===== src/hpw_defs.svh =====
`ifndef HPW_DEFS_SVH
`define HPW_DEFS_SVH

// Clock rate and documented times
`define HPW_CLK_HZ 10000000
`define HPW_PULSE_RATE_HZ 2
`define HPW_OFF_TIME_S 10
`define HPW_BOOT_WAIT_S 60
// Silence allowed before hold-off is declared lost (two pulse periods)
`define HPW_LOSS_PERIODS 4
// Cycles for counts
`define HPW_OFF_CYCLES (`HPW_OFF_TIME_S * `HPW_CLK_HZ)
`define HPW_BOOT_CYCLES (`HPW_BOOT_WAIT_S * `HPW_CLK_HZ)
`define HPW_LOSS_CYCLES (`HPW_LOSS_PERIODS * `HPW_CLK_HZ / (2 * `HPW_PULSE_RATE_HZ))
// Short action widths
`define HPW_CLEAR_CYCLES 2
`define HPW_KICK_CYCLES 2
`define HPW_LED_CYCLES 1000000
`define HPW_KICK_PERIOD 1000
`define HPW_CNT_W 32

`endif


===== src/hpw_pkg.sv =====
`default_nettype none
package hpw_pkg;
  typedef enum logic [2:0] {
    HPW_BOOT = 3'b000,
    HPW_WATCH = 3'b001,
    HPW_SERVICE = 3'b010,
    HPW_CLEARING = 3'b011,
    HPW_POWER_OFF = 3'b100
  } hpw_state_t;

  // Indicator outputs grouped together
  typedef struct packed {
    logic confirm_test_led;
    logic spare_test_led_a;
    logic spare_test_led_b;
  } hpw_leds_t;
endpackage
`default_nettype wire


===== src/hpw_watchdog.sv =====
`timescale 1ns/1ns
`default_nettype none
`include "hpw_defs.svh"

module hpw_watchdog #(
  parameter logic [`HPW_CNT_W-1:0] BOOT_CYCLES = `HPW_BOOT_CYCLES,
  parameter logic [`HPW_CNT_W-1:0] OFF_CYCLES = `HPW_OFF_CYCLES,
  parameter logic [`HPW_CNT_W-1:0] LOSS_CYCLES = `HPW_LOSS_CYCLES,
  parameter logic [`HPW_CNT_W-1:0] LED_CYCLES = `HPW_LED_CYCLES,
  parameter logic [`HPW_CNT_W-1:0] KICK_PERIOD = `HPW_KICK_PERIOD
) (
  input wire logic clk,
  input wire logic resetn,
  input wire logic holdoff_bit,
  output logic host_power_off,
  output logic supervisor_kick_input,
  output logic ext_interrupt_zero,
  output logic capture_clear_n,
  output hpw_pkg::hpw_leds_t test_led_header
);
  hpw_pkg::hpw_state_t state;
  hpw_pkg::hpw_state_t next_state;
  logic capture_n;
  logic capture_n_last;
  logic irq;
  logic [`HPW_CNT_W-1:0] timer;
  logic [`HPW_CNT_W-1:0] next_timer;
  logic [`HPW_CNT_W-1:0] loss;
  logic [`HPW_CNT_W-1:0] next_loss;
  logic [`HPW_CNT_W-1:0] led_cnt;
  logic [`HPW_CNT_W-1:0] next_led_cnt;
  logic [`HPW_CNT_W-1:0] kick_cnt;
  logic [`HPW_CNT_W-1:0] next_kick_cnt;
  logic next_power_off;
  logic next_kick;
  logic next_irq_out;
  logic next_clear_n;
  logic next_led;
  logic led;

  hpw_capture u_capture (
    .clk(clk),
    .resetn(resetn),
    .holdoff_bit(holdoff_bit),
    .clear_n(capture_clear_n),
    .capture_n(capture_n)
  );

  // Falling edge of the inverted capture output is the interrupt
  assign irq = capture_n_last && !capture_n;

  // Mode sequencing, timers and output levels
  always_comb begin
    next_state = state;
    next_timer = timer;
    next_loss = loss;
    next_led_cnt = (led_cnt != '0) ? led_cnt - 1'b1 : led_cnt;
    next_kick_cnt = kick_cnt;
    next_power_off = 1'b0;
    next_kick = 1'b0;
    next_irq_out = irq;
    // Outside service, a captured pulse is still cleared and shown
    next_clear_n = !(ext_interrupt_zero
      || (!capture_clear_n && !capture_n));
    if (ext_interrupt_zero) begin
      next_led_cnt = LED_CYCLES;
    end
    // Kick runs through the whole normal loop, service included
    if (state == hpw_pkg::HPW_WATCH || state == hpw_pkg::HPW_SERVICE
        || state == hpw_pkg::HPW_CLEARING) begin
      if (kick_cnt >= KICK_PERIOD - 1'b1) begin
        next_kick_cnt = '0;
      end else begin
        next_kick_cnt = kick_cnt + 1'b1;
      end
      next_kick = (kick_cnt < `HPW_KICK_CYCLES);
    end
    case (state)
      hpw_pkg::HPW_BOOT: begin
        // Host boots; pulses not checked yet
        if (timer >= BOOT_CYCLES - 1'b1) begin
          next_state = hpw_pkg::HPW_WATCH;
          next_timer = '0;
          next_loss = '0;
        end else begin
          next_timer = timer + 1'b1;
        end
      end
      hpw_pkg::HPW_WATCH: begin
        // Normal loop; power off waits for a running kick to end
        if (irq) begin
          next_state = hpw_pkg::HPW_SERVICE;
        end else if (loss >= LOSS_CYCLES - 1'b1
            && kick_cnt >= `HPW_KICK_CYCLES) begin
          next_state = hpw_pkg::HPW_POWER_OFF;
          next_timer = '0;
          next_power_off = 1'b1;
        end else begin
          next_loss = loss + 1'b1;
        end
      end
      hpw_pkg::HPW_SERVICE: begin
        // Confirm pulse, start clear strobe
        next_loss = '0;
        next_led_cnt = LED_CYCLES;
        next_clear_n = 1'b0;
        next_timer = '0;
        next_state = hpw_pkg::HPW_CLEARING;
      end
      hpw_pkg::HPW_CLEARING: begin
        // Hold clear low, then release high
        // Held low until the flop has really let go
        if (timer >= `HPW_CLEAR_CYCLES - 1 && capture_n) begin
          next_state = hpw_pkg::HPW_WATCH;
          next_timer = '0;
        end else begin
          next_clear_n = 1'b0;
          next_timer = timer + 1'b1;
        end
      end
      hpw_pkg::HPW_POWER_OFF: begin
        // Host power disconnected, then reboot wait
        if (timer >= OFF_CYCLES - 1'b1) begin
          next_state = hpw_pkg::HPW_BOOT;
          next_timer = '0;
        end else begin
          next_power_off = 1'b1;
          next_timer = timer + 1'b1;
        end
      end
      default: begin
        next_state = hpw_pkg::HPW_BOOT;
        next_timer = '0;
      end
    endcase
    next_led = (next_led_cnt != '0);
  end

  // Registers only
  always_ff @(posedge clk) begin
    if (!resetn) begin
      state <= hpw_pkg::HPW_BOOT;
      timer <= '0;
      loss <= '0;
      led_cnt <= '0;
      kick_cnt <= '0;
      host_power_off <= 1'b0;
      supervisor_kick_input <= 1'b0;
      ext_interrupt_zero <= 1'b0;
      capture_clear_n <= 1'b0;
      capture_n_last <= 1'b1;
      led <= 1'b0;
    end else begin
      state <= next_state;
      timer <= next_timer;
      loss <= next_loss;
      led_cnt <= next_led_cnt;
      kick_cnt <= next_kick_cnt;
      host_power_off <= next_power_off;
      supervisor_kick_input <= next_kick;
      ext_interrupt_zero <= next_irq_out;
      capture_clear_n <= next_clear_n;
      capture_n_last <= capture_n;
      led <= next_led;
    end
  end

  // Spare LEDs carry nothing
  assign test_led_header.confirm_test_led = led;
  assign test_led_header.spare_test_led_a = 1'b0;
  assign test_led_header.spare_test_led_b = 1'b0;
endmodule
`default_nettype wire


===== src/hpw_capture.sv =====
`timescale 1ns/1ns
`default_nettype none
`include "hpw_defs.svh"

// Edge-capture flip-flop on the synchronised hold-off bit
module hpw_capture (
  input wire logic clk,
  input wire logic resetn,
  input wire logic holdoff_bit,
  input wire logic clear_n,
  output logic capture_n
);
  logic sync1;
  logic sync2;
  logic last;
  logic captured;
  logic next_sync1;
  logic next_sync2;
  logic next_last;
  logic next_captured;

  // Rising edge sets, clear low rearms; an edge while set merges
  always_comb begin
    next_sync1 = holdoff_bit;
    next_sync2 = sync1;
    next_last = sync2;
    next_captured = captured;
    if (sync2 && !last) begin
      next_captured = 1'b1;
    end else if (!clear_n) begin
      next_captured = 1'b0;
    end
  end

  // Registers only
  always_ff @(posedge clk) begin
    if (!resetn) begin
      sync1 <= 1'b0;
      sync2 <= 1'b0;
      last <= 1'b0;
      captured <= 1'b0;
    end else begin
      sync1 <= next_sync1;
      sync2 <= next_sync2;
      last <= next_last;
      captured <= next_captured;
    end
  end

  assign capture_n = ~captured;
endmodule
`default_nettype wire


===== config.mk =====
export PLATFORM = sky130hd
export DESIGN_NAME = hpw_watchdog
export DESIGN_NICKNAME = d
export VERILOG_FILES = /design/src/hpw_pkg.sv /design/src/hpw_watchdog.sv /design/src/hpw_capture.sv
export VERILOG_INCLUDE_DIRS = /design/src /design/src/src
export SDC_FILE = /design/constraint.sdc
export NUM_CORES = 1
export LEC_CHECK = 0
export BUFFER_PORTS_ARGS = -buffer_cell sky130_fd_sc_hd__clkbuf_2
export CORE_ASPECT_RATIO = 1.75
export CORE_MARGIN = 10
export CORE_UTILIZATION = 57
export DETAILED_ROUTE_END_ITERATION = 8
export PLACE_DENSITY = 0.74
export SYNTH_ARGS = -nofsm -noshare
export SYNTH_HDL_FRONTEND = slang
export SYNTH_HIERARCHICAL = 1
export SYNTH_SLANG_ARGS = --single-unit

===== constraint.sdc =====
create_clock -name clk -period 2.9 [get_ports clk]
set_clock_uncertainty 0.05 [all_clocks]
set_input_delay 0.145 -clock clk [delete_from_list [all_inputs] [get_ports clk]]
set_output_delay 0.145 -clock clk [all_outputs]
set_load 0.02 [all_outputs]

==> flow_summary.json, run 1 <==
{
  "drt-initial-drc-count": 287,
  "die-area_mm2": 0.0172,
  "clk_pin_slew_ns": 0.06,
  "r2r-end": "loss[20]",
  "boundaryPins": 10,
  "cts.sinks": 141,
  "synth_top_family_by_area": "simple AND/OR/NAND/NOR gates",
  "status": "finished, final reports clean",
  "start_util": 0.581,
  "drive_above_1_share": 0.182,
  "dp_cells": 1064,
  "route.antenna.remaining_nets": 0,
  "hpwl_um": 12200,
  "p_leak_nw": 3.13,
  "nFillCells": 938,
  "cp-end-kind": "flip-flop",
  "num_rows": 53,
  "slew_headroom": 0.217,
  "antenna_found_initial": 0,
  "num_vias": 6811,
  "drc": 0,
  "synth.area.mux_share": 0,
  "whs_ns": 0.133,
  "diodes": 0,
  "post_drt_via_cell_ratio": 6.17,
  "ys_seq_elements": 141,
  "postSynthCellCount": 869,
  "core_mm2": 0.0119,
  "hold_depth": 2,
  "finalCritPeriodShare": 0.992,
  "gp_congestion": 0.917,
  "port_buffers": 7,
  "arrival_ns": 3.18,
  "max_freq_mhz": 348,
  "p_total_mw": 7.21,
  "drv_slew": 0,
  "cts_tree": "done",
  "first_pass_iters": 5,
  "synth_edf_count": 0,
  "final_hold_viol_count": 0,
  "wirelength_um": 17900,
  "regToRegSetupSlack_ns": 0.02,
  "maxCapViolCount": 0,
  "cp-start-kind": "flip-flop",
  "cts-root-buf": "clkbuf_16",
  "fp.dieW_um": 103,
  "clock_latency_ns": 0.42,
  "synth_fa_ha_area_frac": 0.0144,
  "cts_max_path_buffers": 2,
  "netlist_area_mm2": 0.00693,
  "htreeDepth": 4,
  "ir_worst_vdd_mv": 0.480,
  "power_density_mw_per_mm2": 848,
  "grt_max_degree": 33,
  "synth-simple-area-share": 0.324,
  "r2r_start": "kick_cnt[14]",
  "r2r_cells": 9,
  "yosysWarnings": 6,
  "synth_flop_cell": "dfxtp_1",
  "fin_cells": 1103,
  "cp_max_fo": 6,
  "grt_pass1_vias": 6697,
  "tightest_slew_ns": 1.17,
  "grt_pass1_wl_um": 29800,
  "yosysSeqAreaShare": 0.407,
  "synth.avg_cell_area_um2": 7.98,
  "cts_buffers": 17,
  "min_from": "resetn",
  "gr-usage-all-layers": 0.208,
  "rsz0062_at_grt": "true",
  "fin_setup_tns_ns": 0,
  "crit_required_ns": 3.20,
  "crit_type": "flip-flop to flip-flop",
  "overflow": 0,
  "ys_types": 62,
  "setup_violations": 0,
  "hold_class": "input port to flip-flop",
  "synth_xor_area_frac": 0.0530,
  "synth-compound-area-share": 0.168,
  "area_growth_syn_to_layout_pct": 22.6,
  "async_flop_share": 0,
  "wl_per_cell_um": 16.2,
  "place_area_mm2": 0.00768,
  "min_to": "capture_n_last",
  "finalInstanceArea_mm2": 0.00850,
  "fp.dieH_um": 166,
  "min_period_ns": 2.88,
  "layout.nets": 964
}
[power by group]
group | switching, mW | internal [mW]
logic | 1.45 | 1.25
clock network | 0.887 | 1.24
registers | 0.214 | 2.17
[worst max path at each step]
stage	slack (ns)	endpoint	startpoint	cells past startpoint
CTS	-0.009	loss[23]	kick_cnt[14]	8
detailed placement	-0.09	loss[28]	kick_cnt[11]	9
global placement	0.01	loss[19]	kick_cnt[14]	8
floorplan	0.03	led	led_cnt[0]	11
finish	0.02	loss[20]	kick_cnt[14]	9
global route	-0.12	loss[20]	kick_cnt[25]	10
[layout by cell type (no fill, tap or decap), types with 4 or more instances in the layout]
| cell type | count |
|---|---|
| xnor2_1 | 17 |
| dfxtp_1 | 137 |
| dfxtp_2 | 4 |
| and4_1 | 11 |
| a211oi_1 | 12 |
| a31oi_1 | 19 |
| inv_6 | 4 |
| nand3_1 | 45 |
| o31ai_1 | 4 |
| ha_1 | 8 |
| buf_4 | 83 |
| o21ai_0 | 52 |
| and3_1 | 17 |
| buf_6 | 4 |
| clkinv_4 | 4 |
| nor3_1 | 26 |
| nor4_2 | 5 |
| clkbuf_16 | 17 |
| a21oi_2 | 5 |
| xor2_1 | 25 |
| or3_4 | 4 |
| or4_1 | 9 |
| and2_0 | 5 |
| clkbuf_2 | 7 |
| nand4b_1 | 5 |
| nand2_1 | 64 |
| nand3b_1 | 12 |
| inv_1 | 16 |
| clkinvlp_4 | 4 |
| nor2b_1 | 5 |
| nand4_1 | 14 |
| o211ai_1 | 4 |
| nor2_1 | 122 |
| a21oi_1 | 68 |
| and2_1 | 10 |
| nor4_1 | 15 |
| or3_1 | 36 |
[sequential cells by signal (all words and copies together) (netlist names)]
signal,flops
kick_cnt,32
capture_clear_n,1
loss,32
u_capture/captured,1
ext_interrupt_zero,1
supervisor_kick_input,1
u_capture/next_sync2,1
state,3
u_capture/last,1
host_power_off,1
led_cnt,32
timer,32
u_capture/next_last,1
capture_n_last,1
led,1
[critical path, cell delays in order (launching register included)]
cell	delay (ns)
dfxtp_1	0.31
or4_1	0.53
or4_4	0.45
o32a_4	0.35
a211oi_4	0.21
buf_6	0.16
o211ai_4	0.11
buf_6	0.16
or3_1	0.34
a21oi_1	0.14
[per-stage QoR]
| step | setup WS (ns) | util |
|---|---|---|
| 2_1_floorplan | 0.0339 | - |
| 3_3_place_gp | 0.0129 | 0.643 |
| 3_5_place_dp | -0.0907 | 0.643 |
| 4_1_cts | -0.00853 | 0.697 |
| 5_1_grt | -0.119 | 0.712 |
| 6_report | 0.0231 | 0.712 |
[layout make-up]
cell class                 instances  area [um2]  share of cell area
tap                              137         171              0.0202
inverter                          17        63.8             0.00751
sequential                       141        2830               0.333
multi-input combinational        676        4070               0.478
clock buffer                      19         453              0.0533
clock inverter                    13         130              0.0153
timing repair buffer             100         790              0.0929
[logic make-up after synthesis]
logic type,after synthesis
xor gates and xnor gates,42
adders and majority gates,8
buffers and inverters,53
other,1
DFF,141
and+or+nand+nor,431
AOI/OAI and AO/OA,193
[cell usage after synthesis, drive strengths merged (2+ instances only)]
cell type | count | area share
a211o | 2 | 0.0025
a211oi | 13 | 0.016
a21boi | 2 | 0.0022
a21oi | 73 | 0.053
a22oi | 2 | 0.0022
a31o | 2 | 0.0025
a31oi | 19 | 0.017
a41oi | 3 | 0.0038
and2 | 15 | 0.014
and3 | 18 | 0.016
and4 | 11 | 0.014
and4b | 2 | 0.0029
buf | 10 | 0.0099
clkbuf | 26 | 0.014
dfxtp | 141 | 0.41
ha | 8 | 0.014
inv | 17 | 0.0092
nand2 | 64 | 0.035
nand2b | 3 | 0.0027
nand3 | 45 | 0.032
nand3b | 12 | 0.013
nand4 | 14 | 0.013
nand4b | 5 | 0.0063
nor2 | 124 | 0.067
nor2b | 5 | 0.0045
nor3 | 28 | 0.020
nor3b | 2 | 0.0022
nor4 | 22 | 0.020
nor4b | 5 | 0.0063
o2111ai | 2 | 0.0025
o211ai | 6 | 0.0079
o21ai | 55 | 0.040
o31ai | 6 | 0.0065
or3 | 41 | 0.037
or4 | 10 | 0.011
or4b | 3 | 0.0043
xnor2 | 17 | 0.021
xor2 | 25 | 0.032
[what timing repair did]
item | CTS | global route
endpoints found under the setup margin | 21 | 29
hold endpoints to repair | 1 | 0
pin swaps | 2 | 5
resized for setup | 6 | 32
buffers inserted | 2 | 2
hold buffers | 1 | 0
cloned | 0 | 2
[per-layer routing]
layer	track usage	up-vias	part of all wire
met5	0	-	0
met4	0.0881	0	0.025
met3	0.0408	35	0.038
met2	0.379	159	0.54
met1	0.221	3295	0.39
li1	-	3322	-
Power figures use the tool's default switching activity.
==> run 2, diff against run 1 <==
CELL_PAD_IN_SITES_DETAIL_PLACEMENT = 2   (was unset)
CELL_PAD_IN_SITES_GLOBAL_PLACEMENT = 2   (was unset)
CORE_UTILIZATION = 38   (was 57)
PLACE_DENSITY = 0.77   (was 0.74)
clock period = 3.2 ns   (was 2.9 ns; I/O delays follow)
==> flow_summary.json, run 2 (synthesized netlist as in run 1, its figures left out) <==
{
  "status": "finished, final reports clean",
  "cts_max_path_buffers": 2,
  "cp_max_fo": 5,
  "path_delay_family": "simple AND/OR/NAND/NOR gates",
  "tightest_slew_ns": 1.05,
  "first_pass_iters": 4,
  "overflow": 0,
  "fp.dieW_um": 122,
  "crit_type": "flip-flop to flip-flop",
  "route.antenna.remaining_nets": 0,
  "clock_latency_ns": 0.44,
  "p_leak_nw": 2.86,
  "drv_slew": 0,
  "arrival_ns": 3.42,
  "start_util": 0.386,
  "diodes": 0,
  "cts_buffers": 17,
  "num_vias": 6713,
  "nFillCells": 2014,
  "layout_commonest_cell": "dfxtp_1",
  "regArea_mm2": 0.00282,
  "cp-start-kind": "flip-flop",
  "post_drt_via_cell_ratio": 5.84,
  "drc": 0,
  "htreeDepth": 4,
  "slowest_delay_ns": 0.54,
  "final_core_util": 0.453,
  "cp-end-kind": "flip-flop",
  "max_freq_mhz": 323,
  "slew_headroom": 0.297,
  "path_cells": "ha_1 -> nand3_1 -> nor3_1 -> buf_4 -> a31o_2 -> a31oi_2 -> buf_4 -> nor3_2 -> clkdlybuf4s15_2 -> buf_4 -> nand2b_1 -> or4_1 -> nand2_1",
  "whs_ns": 0.153,
  "finalCritPeriodShare": 0.967,
  "power_density_mw_per_mm2": 803,
  "layout.nets": 914,
  "cts-root-buf": "clkbuf_16",
  "gp_congestion": 0.845,
  "grt_pass1_vias": 7547,
  "boundaryPins": 10,
  "final_hold_viol_count": 0,
  "area_growth_syn_to_layout_pct": 17.4,
  "min_period_ns": 3.09,
  "crit_required_ns": 3.53,
  "grt_pass1_wl_um": 38200,
  "crit_buf_inv": 4,
  "fp.dieH_um": 199,
  "drive_above_1_share": 0.121,
  "port_buffers": 7,
  "ir_worst_vdd_mv": 0.545,
  "core_mm2": 0.0180,
  "clk_pin_slew_ns": 0.07,
  "multi_input_comb_area_mm2": 0.00398,
  "num_rows": 65,
  "final_cell_mix": "dfxtp_1 (140), nor2_1 (122), a21oi_1 (73)",
  "cts_tree": "done",
  "wirelength_um": 23000,
  "grt_max_degree": 34,
  "cts.sinks": 141,
  "cpMaxStageDelayCell": "or4_1",
  "hold_class": "input port to flip-flop",
  "setup_violations": 0,
  "die-area_mm2": 0.0243,
  "cpMostUsedCell": "buf_4",
  "drt-initial-drc-count": 248,
  "gr-usage-all-layers": 0.194,
  "antenna_found_initial": 0,
  "maxCapViolCount": 0,
  "hpwl_um": 16100,
  "wl_per_cell_um": 20.0
}
[run 2: routing by layer]
metal  track usage  part of all wire
met5             0                 0
met4        0.0780             0.027
met2         0.377              0.57
met1         0.193              0.38
met3        0.0355             0.021
[run 2: path summary, 6_finish.rpt]
| check | slack (ns) | cells past startpoint | from | end |
|---|---|---|---|---|
| worst min-delay path | 0.15 | 2 | resetn | capture_n_last |
| worst min register to register | 0.41 | 1 | u_capture/next_sync2 | u_capture/next_last |
| worst max-delay path | 0.11 | 13 | timer[1] | loss[19] |
| worst max register to register | 0.11 | 13 | timer[1] | loss[19] |
[run 2: power by group]
part	switching, mW	leakage (nW)	internal, mW
logic	1.40	1.44	0.884
registers	0.257	1.14	1.96
clock network	0.801	0.284	1.23
[run 2: repair_timing]
action                                 4_1_cts  5_1_grt
resized for setup                            0       18
hold buffers                                 1        0
setup endpoints to repair                    0       21
endpoints found under the hold margin        1        0
buffers inserted                             0        2
[run 2: stage by stage]
step,instance area [um2],setup TNS [ns],instances,total power [mW],setup WS [ns]
detailed placement,7440,0,1114,4.38,0.0436
global placement,7440,0,1114,4.25,0.102
CTS,8040,0,1146,6.50,0.0137
global route,8140,-0.0121,1149,6.93,-0.00914
floorplan,6940,0,870,3.67,0.287
finish,8140,0,1149,6.54,0.106
[run 2: layout make-up]
class,instances,area share
clock buffer,19,0.0544
inverter,17,0.00784
multi-input combinational,676,0.489
tap,234,0.0360
sequential,141,0.347
clock inverter,12,0.0180
timing repair buffer,50,0.0482
==> run 3, diff against run 2 <==
CORE_UTILIZATION = 39   (was 38)
PLACE_DENSITY = 0.78   (was 0.77)
SYNTH_HIERARCHICAL = unset   (was 1)
==> flow_summary.json, run 3 <==
{
  "async_flop_share": 0,
  "cpMaxStageDelayCell": "o21ai_2",
  "postSynthCellCount": 849,
  "crit_required_ns": 3.47,
  "arrival_ns": 3.28,
  "setup_violations": 0,
  "wl_per_cell_um": 20.6,
  "status": "finished, final reports clean",
  "cts_tree": "done",
  "synth_xor_area_frac": 0.0986,
  "start_util": 0.398,
  "crit_type": "flip-flop to flip-flop",
  "htreeDepth": 4,
  "layout.nets": 890,
  "yosysWarnings": 0,
  "hold_class": "input port to flip-flop",
  "overflow": 0,
  "final_hold_viol_count": 0,
  "finalCritPeriodShare": 0.943,
  "diodes": 0,
  "antenna_found_initial": 0,
  "layout_commonest_cell": "dfxtp_1",
  "synth.most_common_cell": "dfxtp_1",
  "synthTopCellsByCount": "dfxtp_1 (141), nor2_1 (140), nand2_1 (64), a21oi_1 (48), xor2_1 (46)",
  "gp_congestion": 0.846,
  "power_density_mw_per_mm2": 839,
  "cts-root-buf": "clkbuf_16",
  "drt-initial-drc-count": 268,
  "synth.area.mux_share": 0.00731,
  "first_pass_iters": 4,
  "synth_top_family_by_area": "simple AND/OR/NAND/NOR gates",
  "cp-start-kind": "flip-flop",
  "slew_headroom": 0.594,
  "wirelength_um": 23200,
  "fin_setup_tns_ns": 0,
  "max_freq_mhz": 332,
  "cts_buffers": 17,
  "die-area_mm2": 0.0240,
  "fp.dieW_um": 121,
  "place_ws_ns": 0.0441,
  "tightest_slew_ns": 0.604,
  "drv_slew": 0,
  "synth.avg_cell_area_um2": 8.26,
  "p_leak_nw": 3.07,
  "grt_max_degree": 23,
  "ir_worst_vdd_mv": 0.608,
  "maxCapViolCount": 0,
  "num_vias": 6490,
  "cp-end-kind": "flip-flop",
  "cp_max_fo": 20,
  "yosysSeqAreaShare": 0.402,
  "fin_ws_ns": 0.184,
  "slowest_delay_ns": 0.48,
  "cts.sinks": 141,
  "synth-compound-area-share": 0.123,
  "hpwl_um": 16100,
  "port_buffers": 7,
  "ys_types": 71,
  "area_growth_syn_to_layout_pct": 15.7,
  "route.antenna.remaining_nets": 0,
  "fp.dieH_um": 197,
  "netlist_area_mm2": 0.00702,
  "synth_edf_count": 0,
  "path_delay_family": "compound AO/OA/AOI/OAI gates",
  "core_mm2": 0.0176,
  "drc": 0,
  "clock_latency_ns": 0.43,
  "path_cells": "ha_1 -> and3_2 -> a21oi_1 -> o21bai_1 -> a41oi_1 -> buf_4 -> o31ai_2 -> inv_1 -> o21ai_2 -> buf_12 -> nor2_1",
  "min_period_ns": 3.02,
  "synth_fa_ha_area_frac": 0.0143,
  "synth-simple-area-share": 0.316,
  "grt_pass1_wl_um": 38300,
  "clk_pin_slew_ns": 0.06,
  "final_cell_mix": "dfxtp_1 (141), nor2_1 (139), nand2_1 (64)",
  "yosysTopAreaCellShare": 0.402,
  "drive_above_1_share": 0.130,
  "gr-usage-all-layers": 0.197,
  "ys_top_cells_by_area": "dfxtp_1 (40%), nor2_1 (7.5%), xor2_1 (5.7%)",
  "boundaryPins": 10,
  "crit_buf_inv": 3,
  "ys_seq_elements": 141,
  "grt_pass1_vias": 7323,
  "cts_max_path_buffers": 2,
  "num_rows": 64,
  "synth_top_area_cell": "dfxtp_1",
  "post_drt_via_cell_ratio": 5.78,
  "synth_flop_cell": "dfxtp_1"
}
run 3: cell count changes in the layout (fill, tap and decap cells not counted), moves of 17 or more:
cell     change
xor2_1      +21
nor2_1      +17
or3_1       -30
o21ai_0     -32
nand4_1     +20
a21oi_1     -25
run 3: final timing paths:
path	start	to	slack (ns)	depth (start not counted)
max	loss[0]	timer[17]	0.18	11
min	resetn	capture_n_last	0.20	2
max reg2reg	loss[0]	timer[17]	0.18	11
min reg2reg	u_capture.last	u_capture.captured	0.37	1
run 3: worst register-to-register path, stage by stage, from the launching register on:
cell and delay, ns:
dfxtp_1 0.40, ha_1 0.19, and3_2 0.28, a21oi_1 0.09
o21bai_1 0.20, a41oi_1 0.25, buf_4 0.22, o31ai_2 0.30
inv_1 0.13, o21ai_2 0.48, buf_12 0.24, nor2_1 0.07
run 3: power by group:
part	leakage, nW	internal (mW)	switching, mW
clock	0.297	1.28	0.789
sequential	1.14	1.95	0.259
combinational	1.63	1.01	1.53
total	3.07	4.23	2.58
run 3: final cells by class:
type,count,area [um2]
Clock buffer,20,467
Clock inverter,12,143
Fill cell,1981,9500
Inverter,17,63.8
Multi-Input combinational cell,654,3970
Sequential cell,141,2820
Tap cell,231,289
Timing Repair Buffer,48,362
run 3: logic make-up (layout without fill, tap and decap cells):
logic type,count (synthesis),after routing
flip-flops,141,141
other,1,2
AO/OA/AOI/OAI,127,128
XOR/XNOR,79,79
adder cells (fa/ha/maj),8,8
buffers and inverters,56,97
AND/OR/NAND/NOR,432,432
multiplexers,5,5
run 3: layer usage:
layer,global-route usage,wire [um],vias to the layer above
li1,-,-,3072
met1,0.195,8890,3319
met4,0.0767,561,0
met2,0.387,13300,59
met5,0,0,-
met3,0.0343,399,40
run 3: timing repair:
| item | CTS | global route |
|---|---|---|
| endpoints found under the hold margin | 1 | 0 |
| gates resized for setup | 0 | 8 |
| buffers inserted | 0 | 1 |
| setup endpoints to repair | 0 | 11 |
| hold buffers | 1 | 0 |
run 3: metrics by stage:
step | instance area [um2] | hold slack, ns | utilization | total power, mW | cells
final | 8120 | 0.196 | 0.461 | 6.81 | 1123
after global routing | 8120 | 0.196 | 0.461 | 7.17 | 1123
after CTS | 8070 | 0.185 | 0.458 | 6.77 | 1121
after detailed placement | 7450 | 0.342 | 0.423 | 4.57 | 1088
after global placement | 7450 | 0.330 | 0.423 | 4.43 | 1088
after floorplan | 7020 | 0.237 | - | 3.83 | 850
